## src/rci_pkg.sv

```systemverilog
// Behaviour
// - Option query lists each slot's model or NONE
// - Four setup slots 0-3: save, recall
// - Save captures all reset-affected settings
// - Failed recall loads system preset into memory
// - All slots hold preset before first save
// - Reset: defaults, flush pending, drop owed completions
// - Bus-trigger command acts as group trigger
// - Bus trigger acts only under BUS arm
// - Self-test returns 0 pass, 1 fail
// - Wait holds commands until overlapped work ends or a reset command is offered
// - Only initiate, continuous-on, trigger overlap
// - Sequential command finishes before next starts
// - Initiate done only when back in idle
// - Wait after trigger releases once pointer settles
// - Read runs abort, initiate, fetch
// - Measure runs abort, configure, read
// - Entry: slot 1/2 then two-digit channel
// - Measure accepts only one channel
// - Parameter after channel list raises -102
// - Plain parameters are range then resolution
// - Temperature/continuity with range/resolution raise -108
// - Configure/measure while scanning raise -221
// - Operation-complete query answers 1 when done
package rci_pkg;

  // Setup word and its fields
  localparam int          CFG_W        = 16;
  localparam int          ARM_LO       = 0;
  localparam int          ARM_HI       = 1;
  localparam int          CONT_BIT     = 2;
  localparam logic [1:0]  ARM_BUS      = 2'h1;
  localparam logic [15:0] RST_DEFAULT  = 16'h0000;
  localparam logic [15:0] PRESET_VALUE = 16'h0004;
  localparam int          SLOTS        = 4;
  localparam int          CARDS        = 2;

  // Measurement function codes
  localparam int          FUNC_W       = 3;
  localparam logic [2:0]  FUNC_TEMP    = 3'h6;
  localparam logic [2:0]  FUNC_CONT    = 3'h7;

  // Two's complement error numbers
  localparam logic [15:0] ERR_SYNTAX   = 16'hFF9A;
  localparam logic [15:0] ERR_NOT_ALLOWED = 16'hFF94;
  localparam logic [15:0] ERR_CONFLICT = 16'hFF23;

  // Answer characters
  localparam logic [15:0] ASCII_0      = 16'h0030;
  localparam logic [15:0] ASCII_1      = 16'h0031;
  localparam logic [7:0]  ASCII_ZERO   = 8'h30;
  localparam logic [7:0]  ASCII_ONE    = 8'h31;
  localparam logic [7:0]  ASCII_TWO    = 8'h32;
  localparam logic [7:0]  ASCII_NINE   = 8'h39;

  // Decoded command opcodes
  typedef enum logic [3:0] {
    OP_OPT = 4'h0, OP_SAV = 4'h1, OP_RCL = 4'h2, OP_RST = 4'h3,
    OP_TRG = 4'h4, OP_TST = 4'h5, OP_WAI = 4'h6, OP_OPC = 4'h7,
    OP_OPCQ = 4'h8, OP_INIT = 4'h9, OP_INIT_CONT = 4'hA, OP_ABORT = 4'hB,
    OP_CONF = 4'hC, OP_FETCH = 4'hD, OP_READ = 4'hE, OP_MEAS = 4'hF
  } rci_op_t;

  // Answer kinds on the response port
  typedef enum logic [1:0] {
    RESP_NUM = 2'h0, RESP_MODEL = 2'h1, RESP_NONE = 2'h2
  } rci_resp_t;

  // Interpreter states, one-hot
  typedef enum logic [8:0] {
    S_IDLE  = 9'h001, S_WAI  = 9'h002, S_OPCQ = 9'h004,
    S_OPT   = 9'h008, S_ABORT = 9'h010, S_CONF = 9'h020,
    S_INIT  = 9'h040, S_RUN  = 9'h080, S_FETCH = 9'h100
  } rci_state_t;

endpackage

```

## src/rci_clist_entry.sv

```systemverilog
`timescale 1ns/1ns
`default_nettype none
// Checks one channel-list entry of three characters
module rci_clist_entry
  import rci_pkg::*;
(
  input  wire logic [23:0] entry,   // Slot char in top byte
  output logic             ok,      // Entry well formed
  output logic [8:0]       code     // Slot in [8:7], channel in [6:0]
);

  import rci_pkg::*;

  logic [7:0] slot_c;   // Slot digit character
  logic [7:0] tens_c;   // Channel tens character
  logic [7:0] ones_c;   // Channel ones character
  logic [3:0] tens;     // Tens value
  logic [3:0] ones;     // Ones value

  // Split and validate the characters
  always_comb begin
    slot_c = entry[23:16];
    tens_c = entry[15:8];
    ones_c = entry[7:0];
    tens   = tens_c[3:0];
    ones   = ones_c[3:0];
    ok = (slot_c == ASCII_ONE || slot_c == ASCII_TWO) &&
         (tens_c >= ASCII_ZERO) && (tens_c <= ASCII_NINE) &&
         (ones_c >= ASCII_ZERO) && (ones_c <= ASCII_NINE);
    // Ten times tens plus ones fits seven bits
    code = {(slot_c == ASCII_ONE) ? 2'h1 : 2'h2,
            7'({3'h0, tens} * 7'd10 + {3'h0, ones})};
  end

endmodule
`default_nettype wire

```

## src/rci_core.sv

```systemverilog
`timescale 1ns/1ns
`default_nettype none
// Common and measurement command interpreter
module rci_core
  import rci_pkg::*;
(
  input  wire logic                     clk,
  input  wire logic                     rst,
  input  wire logic                     cmd_valid,
  output logic                          cmd_ready,
  input  wire rci_pkg::rci_op_t         cmd_op,
  input  wire logic [1:0]               cmd_arg,
  input  wire logic [rci_pkg::FUNC_W-1:0] cmd_func,
  input  wire logic [2:0]               p_present,
  input  wire logic [2:0]               p_clist,
  input  wire logic [15:0]              p_num0,
  input  wire logic [15:0]              p_num1,
  input  wire logic [23:0]              clist_first,
  input  wire logic [23:0]              clist_last,
  input  wire logic [3:0]               clist_cnt,
  input  wire logic                     clist_range,
  input  wire logic [15:0]              card_model0,
  input  wire logic [15:0]              card_model1,
  input  wire logic                     tst_pass,
  input  wire logic                     tm_idle,
  input  wire logic                     tm_moving,
  input  wire logic                     scanning,
  input  wire logic                     set_valid,
  input  wire logic [rci_pkg::CFG_W-1:0] set_data,
  output logic [rci_pkg::CFG_W-1:0]     cfg,
  output logic                          resp_valid,
  output rci_pkg::rci_resp_t            resp_kind,
  output logic [15:0]                   resp_data,
  output logic                          resp_last,
  output logic                          err_valid,
  output logic [15:0]                   err_code,
  output logic                          bus_trig,
  output logic                          init_req,
  output logic                          abort_req,
  output logic                          fetch_req,
  output logic                          conf_req,
  output logic [rci_pkg::FUNC_W-1:0]    conf_func,
  output logic [15:0]                   conf_range,
  output logic [15:0]                   conf_res,
  output logic                          conf_range_vld,
  output logic                          conf_res_vld,
  output logic                          conf_clist_vld,
  output logic [8:0]                    conf_first,
  output logic [8:0]                    conf_last,
  output logic                          opc_event,
  output logic                          flush
);

  import rci_pkg::*;

  // Whole state of the interpreter
  typedef struct packed {
    rci_state_t                  st;
    logic [SLOTS-1:0][CFG_W:0]   mem;       // Parity on top bit
    logic [CFG_W-1:0]            cfg;
    logic                        init_pend; // Initiate still running
    logic                        init_busy; // Trigger model left idle
    logic                        trg_pend;  // Trigger still moving
    logic                        opc_owed;  // Completion event owed
    logic                        meas;      // Sequence is a measure
    logic                        opt_idx;
    logic                        run_busy;
    logic [FUNC_W-1:0]           func;
    logic [15:0]                 rng;
    logic [15:0]                 res;
    logic                        rng_v;
    logic                        res_v;
    logic                        cl_v;
    logic [8:0]                  cl_first;
    logic [8:0]                  cl_last;
    logic                        cmd_ready;
    logic                        resp_valid;
    rci_resp_t                   resp_kind;
    logic [15:0]                 resp_data;
    logic                        resp_last;
    logic                        err_valid;
    logic [15:0]                 err_code;
    logic                        bus_trig;
    logic                        init_req;
    logic                        abort_req;
    logic                        fetch_req;
    logic                        conf_req;
    logic                        opc_event;
    logic                        flush;
  } rci_regs_t;

  rci_regs_t r;        // Registered state
  rci_regs_t next_r;   // Next state

  logic       take;        // Command accepted this cycle
  logic       ok_first;    // First entry well formed
  logic       ok_last;     // Last entry well formed
  logic [8:0] code_first;  // Decoded first entry
  logic [8:0] code_last;   // Decoded last entry
  logic       syn_err;     // Parameter syntax fault
  logic       rng_in;      // Range given
  logic       res_in;      // Resolution given
  logic       cl_in;       // Channel list given
  logic       all_done;    // No overlapped work left
  logic       rst_peek;    // Reset waiting behind a hold
  logic [1:0] arm_src;     // Programmed arm source

  // Entry checkers for both ends of the list
  rci_clist_entry u_first (
    .entry (clist_first),
    .ok    (ok_first),
    .code  (code_first)
  );
  rci_clist_entry u_last (
    .entry (clist_last),
    .ok    (ok_last),
    .code  (code_last)
  );

  // Parameter decode shared by configure and measure
  always_comb begin
    cl_in   = |p_clist;
    syn_err = ((p_clist & (p_clist - 3'h1)) != 3'h0) ||
              (p_clist[0] && (|p_present[2:1])) ||
              (p_clist[1] && p_present[2]) ||
              (p_clist[2] && !p_present[2]);
    if (cl_in && (!ok_first || (clist_range && !ok_last))) begin
      syn_err = 1'b1;
    end
    if (cmd_op == OP_MEAS && cl_in && (clist_cnt > 4'h1 || clist_range)) begin
      syn_err = 1'b1;
    end
    rng_in = p_present[0] && !p_clist[0];
    res_in = p_present[1] && !p_clist[1] && rng_in;
  end

  assign take     = cmd_valid && r.cmd_ready;
  assign arm_src  = r.cfg[ARM_HI:ARM_LO];
  // Reset may break a hold so it is never stuck behind one
  assign rst_peek = cmd_valid && cmd_op == OP_RST;
  assign all_done = !r.init_pend && !r.trg_pend;

  // Next-state logic
  always_comb begin
    next_r            = r;
    next_r.resp_valid = 1'b0;
    next_r.resp_last  = 1'b0;
    next_r.err_valid  = 1'b0;
    next_r.bus_trig   = 1'b0;
    next_r.init_req   = 1'b0;
    next_r.abort_req  = 1'b0;
    next_r.fetch_req  = 1'b0;
    next_r.conf_req   = 1'b0;
    next_r.opc_event  = 1'b0;
    next_r.flush      = 1'b0;

    // Other handlers change the live settings
    if (set_valid) begin
      next_r.cfg = set_data;
    end

    // initiate ends on return to idle
    if (r.init_pend && !tm_idle) begin
      next_r.init_busy = 1'b1;
    end
    if (r.init_pend && r.init_busy && tm_idle) begin
      next_r.init_pend = 1'b0;
      next_r.init_busy = 1'b0;
    end
    if (r.trg_pend && !r.bus_trig && !tm_moving) begin
      next_r.trg_pend = 1'b0;
    end
    // Owed completion event fires once all work is over
    if (r.opc_owed && all_done) begin
      next_r.opc_owed  = 1'b0;
      next_r.opc_event = 1'b1;
    end

    unique case (r.st)
      S_IDLE: begin
        if (take) begin
          unique case (cmd_op)
            OP_OPT: begin
              next_r.opt_idx = 1'b0;
              next_r.st      = S_OPT;
            end
            OP_SAV: begin
              next_r.mem[cmd_arg] = {^r.cfg, r.cfg};
            end
            OP_RCL: begin
              if (^r.mem[cmd_arg] == 1'b0) begin
                next_r.cfg = r.mem[cmd_arg][CFG_W-1:0];
              end else begin
                next_r.mem[cmd_arg] = {^PRESET_VALUE, PRESET_VALUE};
                next_r.cfg          = PRESET_VALUE;
              end
            end
            OP_RST: begin
              next_r.cfg       = RST_DEFAULT;
              next_r.opc_owed  = 1'b0;
              next_r.opc_event = 1'b0;
              next_r.init_pend = 1'b0;
              next_r.init_busy = 1'b0;
              next_r.trg_pend  = 1'b0;
              next_r.flush     = 1'b1;
              next_r.abort_req = 1'b1;
            end
            OP_TRG: begin
              if (arm_src == ARM_BUS) begin
                next_r.bus_trig = 1'b1;
                next_r.trg_pend = 1'b1;
              end
            end
            OP_TST: begin
              next_r.resp_valid = 1'b1;
              next_r.resp_kind  = RESP_NUM;
              next_r.resp_data  = tst_pass ? ASCII_0 : ASCII_1;
              next_r.resp_last  = 1'b1;
            end
            OP_WAI: begin
              next_r.st = S_WAI;
            end
            OP_OPC: begin
              next_r.opc_owed = 1'b1;
            end
            OP_OPCQ: begin
              next_r.st = S_OPCQ;
            end
            OP_INIT: begin
              next_r.init_req  = 1'b1;
              next_r.init_pend = 1'b1;
              next_r.init_busy = 1'b0;
            end
            OP_INIT_CONT: begin
              next_r.cfg[CONT_BIT] = 1'b1;
              next_r.init_req      = 1'b1;
              next_r.init_pend     = 1'b1;
              next_r.init_busy     = 1'b0;
            end
            OP_ABORT: begin
              next_r.abort_req     = 1'b1;
              next_r.cfg[CONT_BIT] = 1'b0;
              next_r.init_pend     = 1'b0;
              next_r.init_busy     = 1'b0;
            end
            OP_FETCH: begin
              next_r.fetch_req = 1'b1;
            end
            OP_READ: begin
              next_r.meas = 1'b0;
              next_r.st   = S_ABORT;
            end
            // Configure and measure share the checks
            default: begin
              next_r.func     = cmd_func;
              next_r.rng      = p_num0;
              next_r.res      = p_num1;
              next_r.rng_v    = rng_in;
              // Resolution is dropped when a list is given
              next_r.res_v    = res_in && !cl_in;
              next_r.cl_v     = cl_in;
              next_r.cl_first = code_first;
              next_r.cl_last  = clist_range ? code_last : code_first;
              if (syn_err) begin
                next_r.err_valid = 1'b1;
                next_r.err_code  = ERR_SYNTAX;
              end else if ((cmd_func == FUNC_TEMP || cmd_func == FUNC_CONT) &&
                           (rng_in || res_in)) begin
                next_r.err_valid = 1'b1;
                next_r.err_code  = ERR_NOT_ALLOWED;
              end else if (scanning) begin
                next_r.err_valid = 1'b1;
                next_r.err_code  = ERR_CONFLICT;
              end else if (cmd_op == OP_CONF) begin
                next_r.conf_req = 1'b1;
              end else begin
                next_r.meas = 1'b1;
                next_r.st   = S_ABORT;
              end
            end
          endcase
        end
      end
      S_WAI: begin
        if (rst_peek || all_done) begin
          next_r.st = S_IDLE;
        end
      end
      S_OPCQ: begin
        if (rst_peek) begin
          next_r.st = S_IDLE;
        end else if (all_done) begin
          next_r.resp_valid = 1'b1;
          next_r.resp_kind  = RESP_NUM;
          next_r.resp_data  = ASCII_1;
          next_r.resp_last  = 1'b1;
          next_r.st         = S_IDLE;
        end
      end
      S_OPT: begin
        next_r.resp_valid = 1'b1;
        next_r.resp_data  = r.opt_idx ? card_model1 : card_model0;
        next_r.resp_kind  = (next_r.resp_data == 16'h0000) ? RESP_NONE : RESP_MODEL;
        next_r.resp_last  = r.opt_idx;
        next_r.opt_idx    = 1'b1;
        if (r.opt_idx) begin
          next_r.st = S_IDLE;
        end
      end
      S_ABORT: begin
        next_r.abort_req     = 1'b1;
        next_r.cfg[CONT_BIT] = 1'b0;
        next_r.init_pend     = 1'b0;
        next_r.init_busy     = 1'b0;
        next_r.st            = r.meas ? S_CONF : S_INIT;
      end
      S_CONF: begin
        next_r.conf_req = 1'b1;
        next_r.st       = S_INIT;
      end
      S_INIT: begin
        next_r.init_req = 1'b1;
        next_r.run_busy = 1'b0;
        next_r.st       = S_RUN;
      end
      S_RUN: begin
        if (!tm_idle) begin
          next_r.run_busy = 1'b1;
        end
        if (r.run_busy && tm_idle) begin
          next_r.st = S_FETCH;
        end
      end
      S_FETCH: begin
        next_r.fetch_req = 1'b1;
        next_r.st        = S_IDLE;
      end
    endcase

    next_r.cmd_ready = (next_r.st == S_IDLE);

    if (rst) begin
      next_r           = '0;
      next_r.st        = S_IDLE;
      next_r.cfg       = RST_DEFAULT;
      next_r.cmd_ready = 1'b1;
      for (int i = 0; i < SLOTS; i++) begin
        next_r.mem[i] = {^PRESET_VALUE, PRESET_VALUE};
      end
    end
  end

  // State register
  always_ff @(posedge clk) begin
    r <= next_r;
  end

  // Outputs straight from the state register
  assign cmd_ready      = r.cmd_ready;
  assign cfg            = r.cfg;
  assign resp_valid     = r.resp_valid;
  assign resp_kind      = r.resp_kind;
  assign resp_data      = r.resp_data;
  assign resp_last      = r.resp_last;
  assign err_valid      = r.err_valid;
  assign err_code       = r.err_code;
  assign bus_trig       = r.bus_trig;
  assign init_req       = r.init_req;
  assign abort_req      = r.abort_req;
  assign fetch_req      = r.fetch_req;
  assign conf_req       = r.conf_req;
  assign conf_func      = r.func;
  assign conf_range     = r.rng;
  assign conf_res       = r.res;
  assign conf_range_vld = r.rng_v;
  assign conf_res_vld   = r.res_v;
  assign conf_clist_vld = r.cl_v;
  assign conf_first     = r.cl_first;
  assign conf_last      = r.cl_last;
  assign opc_event      = r.opc_event;
  assign flush          = r.flush;
endmodule
`default_nettype wire

```

## config.mk

```make
export PLATFORM = sky130hd
export DESIGN_NAME = rci_core
export DESIGN_NICKNAME = d
export VERILOG_FILES = /design/src/rci_pkg.sv /design/src/rci_clist_entry.sv /design/src/rci_core.sv
export SDC_FILE = /design/constraint.sdc
export NUM_CORES = 1
export LEC_CHECK = 0
export BUFFER_PORTS_ARGS = -buffer_cell sky130_fd_sc_hd__buf_2
export CAP_MARGIN = 20
export CORE_MARGIN = 10
export CORE_UTILIZATION = 52
export DETAILED_ROUTE_END_ITERATION = 8
export PLACE_DENSITY = 0.79
export SLEW_MARGIN = 20
export SYNTH_ARGS = -nofsm -noshare
export SYNTH_HDL_FRONTEND = slang
export SYNTH_SLANG_ARGS = --single-unit
export TNS_END_PERCENT = 100
```

## constraint.sdc

```tcl
create_clock -name clk -period 5.3 [get_ports clk]
set_input_delay 1.59 -clock clk [delete_from_list [all_inputs] [get_ports clk]]
set_output_delay 1.59 -clock clk [all_outputs]
set_load 0.02 [all_outputs]
```

==> flow_results.org, run 1 <==
** Floorplanning
- Floorplan die height :: 158 um
- Die footprint :: 0.0249 mm2
- Top-level port count :: 273
- Cell row count :: 50
- The core region is 0.0187 mm2.
- The initial utilization of the core area, before any placement, comes to 52.7%.
- Measured along the x axis, the die boundary spans 158 um.

** Pwr
- Proportion of power drawn by the clock network :: 41.2%
- Overall Power :: 3.27 mW
- VDD IR-drop max :: 213 uV
- Internal power comes to 2.30 mW.
- Per report_power, the combinational group accounts for 13.2% of the total.
- Switching part of the total power :: 29.7%
- Registers are responsible for 45.5% of the overall power.
- In this run the static leakage power is 4.70 nW.
- Power per unit of standard cell area :: 292 mW/mm2
- Summed over all nets, the switching power comes to 0.972 mW.

** Synth
- Of the synthesized area, sequential elements account for 38.8%.
- Number of synthesized register bits :: 191
- Ys Warns :: 0
- After synthesis, the share of cell area in mux cells is 8.31%.
- Post-synthesis instance area :: 0.00986 mm2
- Post-synthesis xor/xnor area fraction :: 4.40%
- After synthesis, the share of flip-flops with an asynchronous set or reset is 0%.
- The synthesized netlist devotes 13.2% of its cell area to compound gates.
- Average footprint of a synthesized cell :: 8.41 um2
- Synthesis produced a netlist with a net count of 1345.
- Adder and majority cell fraction of the synthesized area :: 2.46%
- After synthesis, the largest family of logic cells by area is simple AND/OR/NAND/NOR gates.
- Cell types with the largest area share after synthesis :: sky130_fd_sc_hd__dfxtp_1 (39%), sky130_fd_sc_hd__buf_4 (7.9%), sky130_fd_sc_hd__nand2_1 (5.5%), sky130_fd_sc_hd__a21oi_1 (4.4%), sky130_fd_sc_hd__nand3_1 (4.4%)
- The netlist uses 69 different library cells.
- Cell type with the highest aggregate area in the netlist :: sky130_fd_sc_hd__dfxtp_1
- Post-synth EDFFs :: 0
- Synthesis handed over a netlist of 1172 instances.
- Synth Area in Simple Gates :: 20.9%
- For this run, the leading register cell type out of synthesis is sky130_fd_sc_hd__dfxtp_1.
- The synthesized design devotes to its leading area cell type 38.8% of total area.

** Global route
- Global routing used 37.0% of the available met2 tracks.
- The first global-routing pass estimated 42600 um of wire.
- Routing usage on met1 :: 25.7%
- The via count of the first global-routing pass came to 8121.
- Entering global routing, the biggest net connects 64 pins.
- For this run, global-route usage on met3 was measured as 4.23%.
- Summed over all layers, the global routing overflow is 0.
- The global routing stage identified its most utilized layer as met2.
- The number of antenna violations at the first check in global routing was 2.
- Global routing used 21.3% of the available tracks across all layers.

** Clock tree
- Clock-pin slew was measured on the worst setup and hold paths at 0.08 ns.
- Hold bufs inserted after CTS :: 0
- After clock tree synthesis, the repair step resized 0 gates.
- Count of H-tree levels built during CTS :: 4
- Once the clock tree was built, the setup fixing pass inserted 0 buffers.
- Cell at the root of the clock tree :: sky130_fd_sc_hd__clkbuf_16
- Clock sink total :: 191
- TritonCTS clock tree :: done
- Bufs on Longest Clock Path :: 2
- The number of clock buffers added by TritonCTS is 17.
- Clock latency at the later pin of the worst-skew pair :: 0.44 ns

** Routing
- After detailed routing, the number of remaining DRC violations is 0.
- The detail route stage leaves a number of antenna-violating nets equal to 0.
- The routed layout has 8513 vias.
- In the final routed layout, each cell accounts on average for 17.9 um.
- First-iteration detailed-routing DRC count :: 636
- In the routed layout, each cell is associated on average with a via count of 5.49.
- The first detailed-routing pass ran for 5 iterations.
- WL final :: 27800 um

** Critical path
- R2R depth :: 8
- For flop-to-flop paths, the worst setup slack is 2.05 ns.
- Launch point of the worst reg-to-reg path :: r[198]
- Highest fanout seen on the critical path :: 24
- At the worst endpoint, the required time is 5.66 ns.
- CP startpoint :: cmd_arg[1]
- Endpoint class of the critical path :: register
- Data on the critical path arrives at its endpoint at 4.66 ns.
- The critical path in this run is classified as input port to register.
- Kind of start point of the critical path :: input port
- The endpoint identified for the worst register-to-register timing path is resp_data[4].

** Hold path
- Class of the worst hold path :: register to register
- Launch instance of the worst min-delay path :: conf_res[4]
- The path with the worst hold slack has its endpoint at conf_res[4].
- Hold path depth :: 2

** Finish
- Most common library cell in the layout ignoring fill and taps :: sky130_fd_sc_hd__buf_2
- Most used cells in the layout excluding fill and tap cells :: sky130_fd_sc_hd__buf_2 (269), sky130_fd_sc_hd__dfxtp_1 (191), sky130_fd_sc_hd__nand2_1 (145)
- The post-route netlist has 26.7% of its cells at a drive strength greater than 1.
- Layout area overhead :: 13.5%
- Final layout net count :: 1474

** STA
- Worst Skew :: 0.0171 ns
- Total negative setup slack :: 0 ns
- Setup violations remaining at the end of the flow were counted as 0.
- Based on the critical path, the design can be clocked at up to 232 MHz.
- The count of endpoints failing hold in the final timing report is 0.
- Slew @ Worst Pin :: 0.763 ns
- Unrepaired setup endpoints after global routing :: no
- Max-slew violation total from the final report :: 0
- Final clock period utilization by the worst path :: 81.2%
- Subtracting the final worst setup slack from the clock period gives 4.30 ns.
- The worst pin sits at a relative slew slack of 49.0%.

** Placement
- After legalization and detailed placement, the total HPWL measured 21300 um.
- Final weighted congestion of routability-driven global placement :: 0.924
- During placement, the flow inserted port buffers numbering 270.

** Status
- Run status :: completed

** Flow run
- Max-cap viol count :: 0
[cell usage after synthesis, drive strengths merged (2+ instances only)]
library cell  instances
a211oi                3
a21o                  2
a21oi                87
a221oi                4
a22oi                 7
a31oi                 5
and3                 10
buf                 127
clkbuf               50
dfxtp               191
fa                    4
ha                   13
inv                  16
mux2i                41
mux4                 17
nand2               145
nand2b                9
nand3                87
nand4                13
nor2                102
nor2b                 8
nor3                 26
nor3b                 7
nor4                 11
nor4b                 2
nor4bb                2
o211a                 2
o211ai                4
o21a                  2
o21ai                98
o221ai                3
o22ai                 5
o31ai                 3
or3                   3
or4                   2
xnor2                31
xor2                 12
[per-layer routing]
layer | share of wire, % | wire length, um | vias up
li1 | - | - | 4244
met1 | 40 | 11100 | 3981
met2 | 52 | 14500 | 256
met3 | 6.0 | 1680 | 32
met4 | 2.0 | 545 | 0
met5 | 0 | 0 | -
[critical path: stages]
cell	delay, ns
sky130_fd_sc_hd__buf_2	0.46
sky130_fd_sc_hd__mux4_1	0.70
sky130_fd_sc_hd__xnor2_2	0.17
sky130_fd_sc_hd__xnor2_1	0.16
sky130_fd_sc_hd__xnor3_2	0.54
sky130_fd_sc_hd__nor3b_1	0.40
sky130_fd_sc_hd__nor3_4	0.08
sky130_fd_sc_hd__buf_4	0.23
sky130_fd_sc_hd__nor3b_1	0.17
sky130_fd_sc_hd__a21oi_1	0.14
[state kept, by name (all words and copies together) (netlist names), 2 cells and up]
signal,count
resp_data,16
conf_first,9
resp_kind,2
conf_range,16
err_code,6
conf_res,16
r,84
conf_last,9
conf_func,3
cfg,16
[cells by family (layout without fill, tap and decap cells)]
family	Yosys count	after routing
AOI/OAI and AO/OA	233	233
xor gates and xnor gates	44	44
other	1	3
adders and majority gates	17	17
muxes	59	59
buffers and inverters	193	335
and+or+nand+nor	434	434
DFF	191	191
[final cells by class]
cell class	count	area (um2)
diodes	2	5.00
well taps	234	293
repair buffers	287	1480
clock buffers	17	425
inverters	16	60.1
fillers	1607	7520
flip-flops and latches	191	3820
multi-input cells	788	4870
clock inverters	15	225
[per-stage QoR]
stage                     hold WS (ns)  util (%)  area [um2]  setup WS [ns]  cells
after global routing             0.467      59.8       11200          0.820   1550
after detailed placement         0.440      56.3       10500          0.541   1516
after floorplan                  0.422         -        9860           1.33   1172
after global placement           0.435      56.3       10500          0.623   1516
final                            0.449      59.8       11200          0.997   1550
after CTS                        0.451      59.7       11200          0.998   1548
[worst max-delay path by stage]
stage | endpoint | slack (ns) | cells past startpoint
floorplan | r[165] | 1.33 | 12
global placement | r[174] | 0.62 | 10
detailed placement | r[174] | 0.54 | 10
CTS | r[174] | 1.0 | 10
global route | r[191] | 0.82 | 10
finish | r[174] | 1.0 | 10
[power groups by stage]
stage          clock (mW)  combinational (mW)  sequential [mW]
2_1_floorplan           0               0.309             1.52
3_3_place_gp            0               0.424             1.52
3_5_place_dp            0               0.432             1.52
4_1_cts              1.38               0.433             1.49
5_1_grt              1.44               0.475             1.49
6_report             1.35               0.433             1.49
(Power assumes the default switching activity.)
==> run 2: changes to the inputs <==
--- a/config.mk
+++ b/config.mk
@@ -5,12 +5,13 @@
 export SDC_FILE = /design/constraint.sdc
 export NUM_CORES = 1
 export LEC_CHECK = 0
+export ABC_AREA = 1
 export BUFFER_PORTS_ARGS = -buffer_cell sky130_fd_sc_hd__buf_2
 export CAP_MARGIN = 20
 export CORE_MARGIN = 10
 export CORE_UTILIZATION = 52
 export DETAILED_ROUTE_END_ITERATION = 8
-export PLACE_DENSITY = 0.79
+export PLACE_DENSITY = 0.78
 export SLEW_MARGIN = 20
 export SYNTH_ARGS = -nofsm -noshare
 export SYNTH_HDL_FRONTEND = slang
==> constraint.sdc (replaced) <==
create_clock -name clk -period 4.2 [get_ports clk]
set_input_delay 1.26 -clock clk [delete_from_list [all_inputs] [get_ports clk]]
set_output_delay 1.26 -clock clk [all_outputs]
set_load 0.02 [all_outputs]
==> run 2 against run 1 <==
  * Highest routed layer unchanged
  * Non-clock buffer count increased by 3
  * Global-route usage increased by 3.1 points
  * Utilization decreased by 0.096 points
  * Synthesized cell count increased by 47%
  * Die area increased by 11%
  * Area after synthesis increased by 12%
  * Critical path depth increased by 11
  * Sequential cell count unchanged
  * Worst setup slack got worse by 0.30 ns
  * Clock skew decreased by 0.0029 ns
  * Count of clock-buffer cells in the layout unchanged
==> flow_results.org, run 2 <==
** Finish
- The leading cell type in the layout, fill and taps excluded was sky130_fd_sc_hd__nand2_1 (was sky130_fd_sc_hd__buf_2).
- Share of post-route cells with drive strength above 1 :: 18.4% (was 26.7%)
- The area overhead of the layout relative to synthesis was 13.0% (was 13.5%).
- The most flop-heavy register is r (unchanged).
- The finished layout cell area is 0.0125 mm2 (was 0.0112 mm2).
- Max FFs per register :: 84 (unchanged)
- The number of standard cells in the layout, taps in and fillers out came to 2150 (was 1550).
- Final layout net count :: 2035 (was 1474)
- Count of filler cells inserted in the layout :: 1993 (was 1607)
- Diodes inserted :: 0 (was 2)
- Most used cells in the layout excluding fill and tap cells: sky130_fd_sc_hd__nand2_1 (480), sky130_fd_sc_hd__nor2_1 (335), sky130_fd_sc_hd__buf_2 (270) (was sky130_fd_sc_hd__buf_2 (269), sky130_fd_sc_hd__dfxtp_1 (191), sky130_fd_sc_hd__nand2_1 (145)).

** Routing
- The number of DRC violations after detailed-routing iteration 0 is 853 (was 636).
- The total iterations of the first detailed-routing run came to 7 (was 5).
- The average detailed-routed wire length per instance came to 16.1 um (was 17.9 um).
- WL final :: 34700 um (was 27800 um)
- Vias :: 11100 (was 8513)
- The remaining antenna violation count after routing came to 0 (unchanged).
- Residual DRC :: 0 (unchanged)
- The via density per instance came to 5.18 (was 5.49).

** Critical path
- Cell mode on critical path :: sky130_fd_sc_hd__nand2_1 (was sky130_fd_sc_hd__nor3b_1)
- The number of cells traversed by the worst register-to-register path is 13 (was 8).
- Critical path type :: input port to register (unchanged)
- Highest fanout seen on the critical path :: 22 (was 24)
- The cell class contributing the biggest share of worst-path delay is simple AND/OR/NAND/NOR gates (was XOR/XNOR gates).
- The capture instance of the worst register-to-register path was cmd_ready (was resp_data[4]).
- Cell-by-cell listing of the critical path: buf_2 > buf_4 > nand2_1 > o21ai_0 > nand2_1 > nand2_1 > nand2_1 > nand2_1 > inv_1 > nand2_1 > nand2_1 > nand2_1 > nand2_1 > nand3_1 > nand2_2 > nand2_4 > nand3_2 > buf_12 > nand2_1 > nand2_1 > nor2_1 (was buf_2 > mux4_1 > xnor2_2 > xnor2_1 > xnor3_2 > nor3b_1 > nor3_4 > buf_4 > nor3b_1 > a21oi_1).
- Required time of the critical path :: 4.58 ns (was 5.66 ns)
- The critical path data arrival time is 3.88 ns (was 4.66 ns).
- The nature of the critical path startpoint is an input port (unchanged).
- CP bufs+invs :: 4 (was 2)
- The launch point of the worst reg-to-reg path is r[196] (was r[198]).
- Critical Path Max Stage Delay :: 0.37 ns (was 0.70 ns)
- The cell with the biggest individual delay on the critical path is sky130_fd_sc_hd__buf_2 (was sky130_fd_sc_hd__mux4_1).
- The capturing element type of the critical path is a register (unchanged).
- The register-to-register setup slack came to 1.47 ns (was 2.05 ns).

** Flow run
- The max-capacitance violation count came to 0 (unchanged).

** Global route
- The most heavily used metal layer in global routing was met2 (unchanged).
- First-pass GRT wire length :: 55900 um (was 42600 um)
- The via count of the first global-routing pass was 10700 (was 8121).
- Number of antenna violations at the first check in global routing :: 0 (was 2)
- Pin count of the biggest net entering global routing :: 93 (was 64)
- The aggregate global routing overflow is 0 (unchanged).
- Routing usage on met1 :: 28.5% (was 25.7%)
- The met3 usage came to 7.38% (was 4.23%).
- The total global-route track usage is 24.4% (was 21.3%).
- GR met2 Demand/Resource :: 42.0% (was 37.0%)

** Synth
- The area share of the largest cell type after synthesis was 34.5% (was 38.8%).
- The cell taking the most area after synthesis was sky130_fd_sc_hd__dfxtp_1 (unchanged).
- Post-synth EDFFs :: 0 (unchanged)
- Ys Warns :: 0 (unchanged)
- Average footprint of a synthesized cell :: 6.41 um2 (was 8.41 um2)
- The dominant register cell in the synthesized netlist was sky130_fd_sc_hd__dfxtp_1 (unchanged).
- The most frequently used cell type in the post-synthesis netlist was sky130_fd_sc_hd__nand2_1 (was sky130_fd_sc_hd__dfxtp_1).
- The distinct cell type count after synthesis is 46 (was 69).
- The post-synthesis cell count was 1727 (was 1172).
- Cell types with the largest area share after synthesis :: sky130_fd_sc_hd__dfxtp_1 (35%), sky130_fd_sc_hd__nand2_1 (16%), sky130_fd_sc_hd__nor2_1 (11%), sky130_fd_sc_hd__buf_4 (7.2%), sky130_fd_sc_hd__inv_1 (5.2%) (was sky130_fd_sc_hd__dfxtp_1 (39%), sky130_fd_sc_hd__buf_4 (7.9%), sky130_fd_sc_hd__nand2_1 (5.5%), sky130_fd_sc_hd__a21oi_1 (4.4%), sky130_fd_sc_hd__nand3_1 (4.4%))
- The total nets after synthesis came to 1900 (was 1345).
- The share of the yosys chip area belonging to registers is 34.5% (was 38.8%).
- Share of flip-flops with an asynchronous set or reset after synthesis :: 0% (unchanged)
- Post-synthesis instance area :: 0.0111 mm2 (was 0.00986 mm2)
- Most used standard cells in the synthesized netlist: sky130_fd_sc_hd__nand2_1 (480), sky130_fd_sc_hd__nor2_1 (336), sky130_fd_sc_hd__dfxtp_1 (191), sky130_fd_sc_hd__inv_1 (153), sky130_fd_sc_hd__buf_4 (106) (was sky130_fd_sc_hd__dfxtp_1 (191), sky130_fd_sc_hd__nand2_1 (145), sky130_fd_sc_hd__buf_4 (104), sky130_fd_sc_hd__nor2_1 (102)).
- Number of synthesized register bits :: 191 (unchanged)

** Hold path
- The type of the most critical hold path is register to register (unchanged).
- Launch instance of the worst min-delay path :: conf_first[3] (was conf_res[4])
- The number of stages on the worst hold path is 2 (unchanged).
- The worst min-delay path endpoint is conf_first[3] (was conf_res[4]).

** STA
- The count of endpoints failing hold in the final timing report is 0 (unchanged).
- Total negative setup slack :: 0 ns (unchanged)
- Time the final worst path needs with I/O delays and setup :: 3.50 ns
- Final clock period utilization by the worst path :: 83.4%
- Fmax :: 286 MHz
- Number of setup violations in the final report :: 0 (unchanged)
- Unrepaired setup endpoints after global routing :: no (unchanged)
- The largest clock skew in the final design is 0.0143 ns (was 0.0171 ns).
- The actual slew at the worst max-slew pin is 1.05 ns (was 0.763 ns).
- Max-Slew Margin vs Limit :: 29.9% (was 49.0%)
- Max-slew violation total from the final report :: 0 (unchanged)
- The final-layout worst hold slack was 0.458 ns (was 0.449 ns).

** Clock tree
- Hold bufs inserted after CTS :: 0 (unchanged)
- Number of setup buffers added after CTS :: 0 (unchanged)
- Clock latency at the later pin of the worst-skew pair :: 0.45 ns (was 0.44 ns)
- Number of clock buffers inserted by TritonCTS :: 17 (unchanged)
- The count of H-tree levels built during CTS is 4 (unchanged).
- Bufs on Longest Clock Path :: 2 (unchanged)
- Clock sink total :: 191 (unchanged)
- Clock-pin slew on the worst setup and hold paths :: 0.08 ns (about the same)
- The quantity of gates resized following cts is 0 (unchanged).
- The CTS tree was done (unchanged).
- The clock root buffer master is sky130_fd_sc_hd__clkbuf_16 (unchanged).

** Placement
- The routability congestion estimate was 0.917 (was 0.924).
- Number of placed instances, taps included :: 2118 (was 1516)
- Port Buffers :: 270 (unchanged)
- Instance area at placement :: 0.0119 mm2 (was 0.0105 mm2)
- The HPWL reported at the end of detailed placement was 26400 um (was 21300 um).

** Floorplanning
- The x dimension of the die is 166 um (was 158 um).
- Cell row count :: 53 (was 50)
- The core area was 0.0210 mm2 (was 0.0187 mm2).
- The top-level port count is 273 (unchanged).
- Effective utilization at floorplan :: 52.8% (was 52.7%)
- Floorplan die height :: 166 um (was 158 um)
- The full die area is 0.0275 mm2 (was 0.0249 mm2).

** Pwr
- Overall Power :: 4.51 mW (was 3.27 mW)
- The power per cell area is 361 mW/mm2 (was 292 mW/mm2).
- The static leakage was 6.57 nW (was 4.70 nW).
- VDD IR-drop max :: 265 uV (was 213 uV)

** Status
- Run status: completed (unchanged).
==> run 2: cell count changes in the layout (fill, tap and decap cells not counted), sizes merged, moves of 10 or more <==
cell,previous run,this run
o21ai,98,85
a21oi,87,60
mux2i,41,14
xnor2,31,15
nor2,102,341
inv,23,166
nand2,145,483
mux4,17,0
nand3,87,101
nor3,26,10
and3,10,0
==> run 2: worst max-delay path by stage <==
stage	startpoint	end	slack (ns)	cells after the start
after global placement	cmd_arg[0]	r[152]	0.36	21
after floorplan	cmd_arg[0]	r[183]	1.06	23
after detailed placement	cmd_arg[0]	r[188]	0.28	23
after global routing	cmd_arg[0]	r[188]	0.41	21
after CTS	cmd_arg[0]	r[188]	0.70	21
final	cmd_arg[0]	r[188]	0.70	21
==> run 2: metal layers <==
| metal | up-vias | share of wire, % |
|---|---|---|
| met3 | 55 | 9.0 |
| met5 | - | 0 |
| met2 | 437 | 49 |
| met4 | 0 | 2.2 |
| li1 | 5589 | - |
| met1 | 5052 | 40 |
==> run 2: cells by family after synthesis <==
group           after synthesis  share of synthesized area (%)
mux                          14                           1.27
buf+inv                     333                           15.5
fa+ha+maj                    17                           2.19
compound gates              191                           9.76
flops                       191                           34.5
xor+xnor                     24                           1.90
simple gates                956                           34.9
other cells                   1                         0.0339
==> run 2: per-stage QoR <==
| step | worst slack, ns | util (%) |
|---|---|---|
| 2_1_floorplan | 1.06 | - |
| 3_3_place_gp | 0.361 | 56.7 |
| 3_5_place_dp | 0.283 | 56.7 |
| 4_1_cts | 0.705 | 59.7 |
| 5_1_grt | 0.412 | 59.7 |
| 6_report | 0.699 | 59.7 |
==> run 2: cell type report <==
class | count | area (um2) | share of cell area, %
tap | 275 | 344 | 2.75
timing repair buffer | 290 | 1580 | 12.6
inverter | 159 | 599 | 4.79
clock buffer | 17 | 425 | 3.40
sequential | 191 | 3820 | 30.6
clock inverter | 15 | 199 | 1.59
multi-input combinational | 1203 | 5540 | 44.3
==> run 2: worst register-to-register path, cell delays in order, from the launching register on <==
cell                      delay, ns
sky130_fd_sc_hd__dfxtp_1       0.42
sky130_fd_sc_hd__nor2_1        0.12
sky130_fd_sc_hd__nand3_1       0.17
sky130_fd_sc_hd__nor2_1        0.07
sky130_fd_sc_hd__buf_4         0.18
sky130_fd_sc_hd__nor4_1        0.52
sky130_fd_sc_hd__nand2_1       0.40
sky130_fd_sc_hd__nor2_1        0.23
sky130_fd_sc_hd__nand2_1       0.12
sky130_fd_sc_hd__nand2_1       0.11
sky130_fd_sc_hd__nand2_1       0.08
sky130_fd_sc_hd__nor2_1        0.09
sky130_fd_sc_hd__nand3_1       0.11
sky130_fd_sc_hd__nand2_1       0.07
==> run 2: where the power goes <==
| group | switching, mW | internal (mW) | total [mW] |
|---|---|---|---|
| combinational | 0.579 | 0.301 | 0.879 |
| clock | 0.876 | 0.826 | 1.70 |
| sequential | 0.0500 | 1.88 | 1.93 |
